[config.mk]
export PLATFORM = sky130hd
export DESIGN_NAME = dss_top
export DESIGN_NICKNAME = d
export VERILOG_FILES = /design/src/core/dss_pkg.sv /design/src/core/dss_sync.sv /design/src/core/dss_top.sv
export SDC_FILE = /design/constraint.sdc
export NUM_CORES = 1
export LEC_CHECK = 0
export BUFFER_PORTS_ARGS = -buffer_cell sky130_fd_sc_hd__buf_2
export CAP_MARGIN = 25
export CORE_ASPECT_RATIO = 0.8
export CORE_MARGIN = 2
export CORE_UTILIZATION = 54
export DETAILED_ROUTE_END_ITERATION = 10
export PLACE_DENSITY = 0.73
export REMOVE_ABC_BUFFERS = 1
export SYNTH_ARGS = -nofsm -noshare
export SYNTH_HDL_FRONTEND = slang
export SYNTH_SLANG_ARGS = --single-unit
[constraint.sdc]
create_clock -name sys_clk -period 7.6 [get_ports sys_clk]
set_input_delay 1.52 -clock sys_clk [delete_from_list [all_inputs] [get_ports sys_clk]]
set_output_delay 1.52 -clock sys_clk [all_outputs]
set_load 0.03 [all_outputs]
[src/core/dss_pkg.sv]
// Constants, types and field layout of the dual synchronous serial port.
// Function
// - Four-wire full-duplex, shift out and in together.
// - Software selects master or slave role.
// - Works on multi-master or multi-slave shared bus.
// - Detect collision when masters start together.
// - Master serial clock at most sysclk/2.
// - Word 8 or 16 bits, MSB first.
// - Software picks active level of select.
// - Two independent ports, own pins and registers.
package dss_pkg;

    localparam int NPORT = 2;
    localparam int ADDR_W = 8;

    ////////////////////////////////////////////////////////////////////////
    // Register map, per port; bit PORT_BIT of the address picks the port
    localparam int PORT_BIT = 5;
    localparam logic [4:0] OFS_CTRL = 5'h00;
    localparam logic [4:0] OFS_TX = 5'h04;
    localparam logic [4:0] OFS_RX = 5'h08;
    localparam logic [4:0] OFS_STAT = 5'h0C;
    localparam logic [4:0] OFS_MASK = 5'h10;

    // Control fields
    localparam int CTRL_EN = 0;
    localparam int CTRL_MASTER = 1;
    localparam int CTRL_LEN16 = 2;
    localparam int CTRL_SSEL_HI = 3;
    localparam int CTRL_DIV_LSB = 8;
    localparam int DIV_W = 8;
    localparam logic [15:0] CTRL_RESET = 16'h0000;

    // Status and mask fields
    localparam int EV_W = 2;
    localparam int STAT_DONE = 0;
    localparam int STAT_COLL = 1;
    localparam int STAT_BUSY = 2;
    localparam logic [EV_W-1:0] STAT_RESET = 2'h0;
    localparam logic [EV_W-1:0] MASK_RESET = 2'h0;
    localparam logic [15:0] TX_RESET = 16'h0000;

    // Word lengths in bits
    localparam logic [4:0] LEN8 = 5'd8;
    localparam logic [4:0] LEN16 = 5'd16;

    ////////////////////////////////////////////////////////////////////////
    // Timing: the shortest master half period is one system clock
    localparam int SYS_CLK_MHZ = 250;
    localparam logic [DIV_W-1:0] DIV_MIN = 8'h00;

    typedef enum logic [1:0] {
        ST_IDLE = 2'b00,
        ST_MASTER = 2'b01,
        ST_SLAVE = 2'b10
    } dss_state_e;

    typedef struct packed {
        logic sck;
        logic mosi;
        logic miso;
        logic ssel;
    } dss_pin_in_s;

    typedef struct packed {
        logic sck_o;
        logic sck_oe_n;
        logic mosi_o;
        logic mosi_oe_n;
        logic miso_o;
        logic miso_oe_n;
        logic ssel_o;
        logic ssel_oe_n;
    } dss_pin_out_s;

endpackage : dss_pkg

[src/core/dss_sync.sv]
// Two-flop synchroniser for pin inputs.
`timescale 1ns/100ps
`default_nettype none
module dss_sync #(
    parameter int W = 4
) (
    input wire logic sys_clk,
    input wire logic sys_rst,
    input wire logic [W-1:0] d,
    output logic [W-1:0] q
);
    logic [W-1:0] meta_r;

    always_ff @(posedge sys_clk or posedge sys_rst) begin
        if (sys_rst) begin
            meta_r <= '0;
            q <= '0;
        end else begin
            meta_r <= d;
            q <= meta_r;
        end
    end
endmodule : dss_sync
`default_nettype wire

[src/core/dss_top.sv]
// Dual synchronous serial port with APB register access.
`timescale 1ns/100ps
`default_nettype none
module dss_top (
    input wire logic sys_clk,
    input wire logic sys_rst,
    input wire logic psel,
    input wire logic penable,
    input wire logic pwrite,
    input wire logic [dss_pkg::ADDR_W-1:0] paddr,
    input wire logic [31:0] pwdata,
    output logic [31:0] prdata,
    output logic pready,
    output logic pslverr,
    output logic irq,
    input wire dss_pkg::dss_pin_in_s [dss_pkg::NPORT-1:0] pin_in,
    output var dss_pkg::dss_pin_out_s [dss_pkg::NPORT-1:0] pin_out
);
    import dss_pkg::*;

    ////////////////////////////////////////////////////////////////////////
    // Bus decode
    logic [4:0] ofs;
    logic port_sel;
    logic mapped;
    logic access;
    logic [31:0] rd_word [NPORT];
    logic [NPORT-1:0] irq_p;

    assign ofs = paddr[4:0];
    assign port_sel = paddr[PORT_BIT];
    assign access = psel & penable;
    // Zero wait states
    assign pready = 1'b1;
    assign mapped = (paddr[ADDR_W-1:PORT_BIT+1] == '0) &&
                    (ofs == OFS_CTRL || ofs == OFS_TX || ofs == OFS_RX ||
                     ofs == OFS_STAT || ofs == OFS_MASK);
    assign pslverr = access & ~mapped;
    assign prdata = (access && !pwrite && mapped) ? rd_word[port_sel] : 32'h0000_0000;
    assign irq = |irq_p;

    function automatic logic [15:0] align_word(input logic [15:0] d, input logic len16);
        align_word = len16 ? d : {d[7:0], 8'h00};
    endfunction : align_word

    ////////////////////////////////////////////////////////////////////////
    // Port instances
    // two ports
    for (genvar i = 0; i < NPORT; i++) begin : g_port
        dss_pin_in_s pin_s;
        logic [15:0] ctrl_r;
        logic [15:0] tx_r;
        logic [15:0] rx_r;
        logic [15:0] sh_r;
        logic [15:0] rsh_r;
        logic [EV_W-1:0] stat_r;
        logic [EV_W-1:0] mask_r;
        logic [4:0] bit_r;
        logic [DIV_W-1:0] div_r;
        logic sck_r;
        logic sck_d_r;
        dss_state_e st_r;
        logic en;
        logic mst;
        logic len16;
        logic [4:0] len;
        logic sel_act;
        logic hit;
        logic wr_ctrl;
        logic wr_tx;
        logic wr_mask;
        logic rd_stat;
        logic tick;
        logic m_rise;
        logic m_fall;
        logic s_rise;
        logic s_fall;
        logic start_m;
        logic coll;
        logic done;
        logic [EV_W-1:0] ev;
        logic [1:0] samp_r;
        logic end_m_r;
        logic [15:0] rsh_cur;

        dss_sync #(
            .W(4)
        ) u_sync (
            .sys_clk(sys_clk),
            .sys_rst(sys_rst),
            .d(pin_in[i]),
            .q(pin_s)
        );

        assign hit = access & mapped & (port_sel == 1'(i));
        assign wr_ctrl = hit & pwrite & (ofs == OFS_CTRL);
        assign wr_tx = hit & pwrite & (ofs == OFS_TX);
        assign wr_mask = hit & pwrite & (ofs == OFS_MASK);
        assign rd_stat = hit & ~pwrite & (ofs == OFS_STAT);

        assign en = ctrl_r[CTRL_EN];
        assign mst = ctrl_r[CTRL_MASTER];
        assign len16 = ctrl_r[CTRL_LEN16];
        assign len = len16 ? LEN16 : LEN8;
        assign sel_act = (pin_s.ssel == ctrl_r[CTRL_SSEL_HI]);

        assign tick = (div_r == ctrl_r[CTRL_DIV_LSB +: DIV_W]);
        assign m_rise = (st_r == ST_MASTER) & tick & ~sck_r;
        assign m_fall = (st_r == ST_MASTER) & tick & sck_r;
        // edges found on the synchronised clock
        assign s_rise = pin_s.sck & ~sck_d_r;
        assign s_fall = ~pin_s.sck & sck_d_r;

        assign start_m = wr_tx & en & mst & (st_r == ST_IDLE);
        // select seen while starting or driving
        assign coll = en & mst & sel_act & (start_m | (st_r == ST_MASTER));
        assign done = end_m_r |
                      ((st_r == ST_SLAVE) & sel_act & s_rise & (bit_r + 5'd1 == len));
        assign rsh_cur = samp_r[1] ? {rsh_r[14:0], pin_s.miso} : rsh_r;
        assign ev = {coll, done};

        ////////////////////////////////////////////////////////////////////
        // Software registers
        always_ff @(posedge sys_clk or posedge sys_rst) begin
            if (sys_rst) begin
                ctrl_r <= CTRL_RESET;
                mask_r <= MASK_RESET;
                tx_r <= TX_RESET;
            end else begin
                if (wr_ctrl) begin
                    ctrl_r <= pwdata[15:0];
                end
                if (wr_mask) begin
                    mask_r <= pwdata[EV_W-1:0];
                end
                if (wr_tx) begin
                    tx_r <= pwdata[15:0];
                end
            end
        end

        // sticky flags, a new event wins over the read clear
        always_ff @(posedge sys_clk or posedge sys_rst) begin
            if (sys_rst) begin
                stat_r <= STAT_RESET;
            end else begin
                stat_r <= (stat_r & ~{EV_W{rd_stat}}) | ev;
            end
        end

        assign irq_p[i] = |(stat_r & mask_r);

        always_comb begin
            rd_word[i] = 32'h0000_0000;
            unique case (ofs)
                OFS_CTRL: rd_word[i] = {16'h0000, ctrl_r};
                OFS_TX: rd_word[i] = {16'h0000, tx_r};
                OFS_RX: rd_word[i] = {16'h0000, rx_r};
                OFS_STAT: rd_word[i] = {29'h0000_0000, (st_r != ST_IDLE), stat_r};
                OFS_MASK: rd_word[i] = {30'h0000_0000, mask_r};
                default: rd_word[i] = 32'h0000_0000;
            endcase
        end

        ////////////////////////////////////////////////////////////////////
        // Master clock generator
        always_ff @(posedge sys_clk or posedge sys_rst) begin
            if (sys_rst) begin
                div_r <= DIV_MIN;
                sck_r <= 1'b0;
            end else if (st_r != ST_MASTER || coll) begin
                div_r <= DIV_MIN;
                sck_r <= 1'b0;
            end else if (tick) begin
                div_r <= DIV_MIN;
                sck_r <= ~sck_r;
            end else begin
                div_r <= div_r + 8'h01;
            end
        end

        // returning data lags two sync flops, so sample two cycles after the rise
        always_ff @(posedge sys_clk or posedge sys_rst) begin
            if (sys_rst) begin
                samp_r <= 2'b00;
                end_m_r <= 1'b0;
            end else if (coll) begin
                samp_r <= 2'b00;
                end_m_r <= 1'b0;
            end else begin
                samp_r <= {samp_r[0], m_rise};
                // Word ends one cycle after the last fall, once the late sample is in
                end_m_r <= m_fall & en & (bit_r == len);
            end
        end

        // Edge history of the synchronised serial clock
        always_ff @(posedge sys_clk or posedge sys_rst) begin
            if (sys_rst) begin
                sck_d_r <= 1'b0;
            end else begin
                sck_d_r <= pin_s.sck;
            end
        end

        ////////////////////////////////////////////////////////////////////
        // Shift engine
        always_ff @(posedge sys_clk or posedge sys_rst) begin
            if (sys_rst) begin
                st_r <= ST_IDLE;
                sh_r <= 16'h0000;
                rsh_r <= 16'h0000;
                bit_r <= 5'd0;
            end else begin
                if (samp_r[1]) begin
                    rsh_r <= {rsh_r[14:0], pin_s.miso};
                end
                unique case (st_r)
                    ST_IDLE: begin
                        bit_r <= 5'd0;
                        if (start_m && !coll) begin
                            st_r <= ST_MASTER;
                            sh_r <= align_word(pwdata[15:0], len16);
                        end else if (en && !mst && sel_act) begin
                            st_r <= ST_SLAVE;
                            sh_r <= align_word(tx_r, len16);
                        end
                    end
                    ST_MASTER: begin
                        // yield the bus to another master
                        if (coll || !en) begin
                            st_r <= ST_IDLE;
                        // sample in on rise, shift out on fall
                        end else if (m_rise) begin
                            bit_r <= bit_r + 5'd1;
                        end else if (m_fall) begin
                            if (bit_r == len) begin
                                st_r <= ST_IDLE;
                            end else begin
                                sh_r <= {sh_r[14:0], 1'b0};
                            end
                        end
                    end
                    ST_SLAVE: begin
                        if (!sel_act || !en || mst) begin
                            st_r <= ST_IDLE;
                        end else if (s_rise) begin
                            rsh_r <= {rsh_r[14:0], pin_s.mosi};
                            if (bit_r + 5'd1 == len) begin
                                bit_r <= 5'd0;
                                sh_r <= align_word(tx_r, len16);
                            end else begin
                                bit_r <= bit_r + 5'd1;
                            end
                        end else if (s_fall && bit_r != 5'd0) begin
                            sh_r <= {sh_r[14:0], 1'b0};
                        end
                    end
                    default: st_r <= ST_IDLE;
                endcase
            end
        end

        // Received word, low-aligned; last bit comes straight from the pin in slave mode and for a master at the shortest half period
        always_ff @(posedge sys_clk or posedge sys_rst) begin
            if (sys_rst) begin
                rx_r <= 16'h0000;
            end else if (end_m_r) begin
                rx_r <= len16 ? rsh_cur : {8'h00, rsh_cur[7:0]};
            end else if (done) begin
                rx_r <= len16 ? {rsh_r[14:0], pin_s.mosi} : {8'h00, rsh_r[6:0], pin_s.mosi};
            end
        end

        ////////////////////////////////////////////////////////////////////
        // Pin drive; lines are released whenever not in a transfer
        always_comb begin
            pin_out[i].sck_o = sck_r;
            pin_out[i].sck_oe_n = (st_r != ST_MASTER);
            pin_out[i].mosi_o = sh_r[15];
            pin_out[i].mosi_oe_n = (st_r != ST_MASTER);
            pin_out[i].ssel_o = ctrl_r[CTRL_SSEL_HI];
            pin_out[i].ssel_oe_n = (st_r != ST_MASTER);
            pin_out[i].miso_o = sh_r[15];
            // slave data out only while selected
            pin_out[i].miso_oe_n = (st_r != ST_SLAVE);
        end
    end

endmodule : dss_top
`default_nettype wire

==> flow_summary.ini <==
[placement]
portBuffers = 70
hpwl_mm = 21.3
place_congestion = 0.929
postPlaceCellArea_um2 = 12300
place_ws_ns = 1.98

[worst_setup_path]
reg2regPathDepth = 7
r2r_slack_ns = 4.44
rr_startpoint = g_port[0].ctrl_r[2]$_DFFE_PP0P_
required_ns = 6.08
cp-start-kind = input port
critPathMaxFanout = 19
timing.rr.end = g_port[0].sh_r[14]$_DFFE_PP0P_
worstSetupEndpointType = primary output
critPathKind = in2out
arrival_ns = 4.14

[worst_hold_path]
holdPathStages = 0
hold_path_class = reg2reg
min-delay-start = g_port[1].u_sync.meta_r[3]$_DFF_PP0_
min_to = g_port[1].u_sync.q[3]$_DFF_PP0_

[sta]
tns_ns = 0
min_period_ns = 5.66
slew_headroom = 0.318
final_hold_viol_count = 0
finClkSkew_ns = 0.0144
rsz0062_at_grt = no
fmax_mhz = 177
finalWorstSetupSlack_ns = 1.94
setup_viol = 0
finalCritPeriodShare = 0.744
drv_slew = 0
worstMarginPinSlew_ns = 1.02

[floorplanning]
core_um2 = 21600
start_util = 0.550
die_height_um = 137
die_w_um = 170
die_area_um2 = 23200
row_count = 48
io-pin-count = 104

[routing]
finalWirelength_mm = 30.5
vias = 8926
vias_per_cell = 6.26
ant_nets = 0
drt_iter0_markers = 1010
first_pass_iters = 7
post_drt_wl_per_cell_um = 21.4
drc = 0

[grt]
grt_usage = 0.265
grt_pass1_vias = 8401
grt_pass1_wl_mm = 47.8
grt_antenna_before_repair = 1
grt_max_degree = 79
grt-ovfl-total = 0

[yosys]
synth_top_cell_area_share = 0.473
synthDistinctLibCells = 56
yosys.area.top_type = dfrtp_1
avgSynthCellArea_um2 = 10.9
ys_top_cells_by_area = dfrtp_1, mux2_2, mux2i_1
seq_area_frac_synth = 0.473
synth_area_um2 = 11900
syn_inst = 1088
synth_ff_type = dfrtp_1
synthArstFlopShare = 1.00
ys_ff_latch = 224
yosys_warnings = 0
synth-edff-count = 0

[clock_tree]
cts_tree = done
post_cts_buffers = 0
cts.clk_slew.worst_paths_ns = 0.06
cts_buffer_depth = 3
cts_resized = 0
clockRootBuffer = clkbuf_16
cts_buffers = 23
clock-sinks = 224
hold_buffers = 0
htree_levels = 1
clk_latency_ns = 0.51

[power_and_ir_drop]
power_density_nw_per_um2 = 188
irDropWorstVdd_mv = 0.140
power.leakage_nw = 6.33

[flow_run]
max-cap-violations = 0

[finish]
design_area_um2 = 13100
fin_nets = 1199
area_delta_synth_final_pct = 10.9
drive_gt1_frac = 0.261

[outcome]
status = completed
==> metal layers <==
metal / routed length (µm) / part of all wire / up-vias / global-route usage
met5: 0 / 0 / - / 0
met4: 772 / 0.025 / 0 / 0.0655
met3: 2410 / 0.079 / 60 / 0.0440
met2: 13300 / 0.44 / 388 / 0.400
met1: 14000 / 0.46 / 4430 / 0.401
li1: - / - / 4048 / -
==> cell usage in the layout (no fill, tap or decap), drive strengths merged, types with 14 or more instances in the layout <==
cell type  instances
a21oi             38
a221o             34
a22oi             30
buf               91
clkbuf            31
conb              17
dfrtp            224
ha                14
inv               30
mux2             153
mux2i             66
nand2             60
nand2b            15
nand3             36
nor2              62
nor3              21
o21ai             37
o22ai             32
o31ai             14
xnor2             23
==> logic make-up after synthesis <==
group,count (synthesis),share of synthesized area
adders and majority gates,14,0.0148
xor gates and xnor gates,35,0.0258
DFF,224,0.473
other,2,0.000633
and+or+nand+nor,253,0.106
buffers and inverters,117,0.0476
muxes,219,0.201
AOI/OAI and AO/OA,224,0.131
==> sequential cells by signal, indices dropped and copies added (netlist names) <==
register              flops
g_port.u_sync.q           8
g_port.stat_r             4
g_port.rx_r              32
g_port.sck_r              2
g_port.end_m_r            2
g_port.u_sync.meta_r      8
g_port.st_r               4
g_port.tx_r              32
g_port.sck_d_r            2
g_port.ctrl_r            32
g_port.bit_r             10
g_port.div_r             16
g_port.rsh_r             32
g_port.samp_r             4
g_port.sh_r              32
g_port.mask_r             4
==> cells in the mapped netlist, types with 14 or more instances <==
cell type and number:
dfrtp_1 224, mux2_2 153, mux2i_1 66, nor2_1 62
nand2_1 60, clkbuf_1 51, a21oi_1 38, o21ai_0 37
nand3_1 36, a221o_1 34, o22ai_1 32, a22oi_1 30
inv_1 30, buf_4 29, xnor2_1 23, nor3_1 21
nand2b_1 15, ha_1 14, o31ai_1 14
==> stage by stage <==
step,util,hold WS (ns),total power [mW],std cells
after floorplan,-,0.331,1.35,1016
after global placement,0.570,0.333,1.40,1375
after detailed placement,0.571,0.335,1.41,1377
after CTS,0.605,0.349,2.49,1418
after global routing,0.610,0.353,2.57,1424
final,0.610,0.346,2.48,1425
==> worst max-delay path, cell delays in order <==
cell and delay, ns:
buf_2 0.14, o21ai_0 0.45, nand4_1 0.51, or2_2 0.66, a31o_2 0.30, a31oi_1 0.27, buf_2 0.26
==> how the worst max path moves through the flow <==
stage / from / to / slack (ns) / depth (start not counted)
global placement: paddr[3] / prdata[9] / 2.01 / 8
floorplan: sys_rst / g_port[0].bit_r[0]$_DFFE_PP0P_ / -0.05 / 1
finish: paddr[2] / prdata[1] / 1.94 / 7
global route: paddr[2] / prdata[0] / 1.89 / 7
CTS: paddr[3] / prdata[9] / 1.98 / 8
detailed placement: paddr[3] / prdata[9] / 1.98 / 8
==> final cells by class <==
cell class | instances | area [µm²]
antenna | 2 | 5.00
inverter | 30 | 120
clock inverter | 10 | 52.6
multi-input combinational | 762 | 5770
timing repair buffer | 91 | 583
clock buffer | 31 | 666
tap | 275 | 344
sequential | 224 | 5610
fill | 1795 | 8410
==> power by group <==
group	internal, mW	switching, mW	total (mW)	leakage [nW]
combinational	0.0534	0.0985	0.152	2.94
clock	0.613	0.472	1.08	0.364
sequential	1.22	0.0179	1.24	3.03
total	1.89	0.588	2.48	6.33
(Power assumes the default switching activity.)
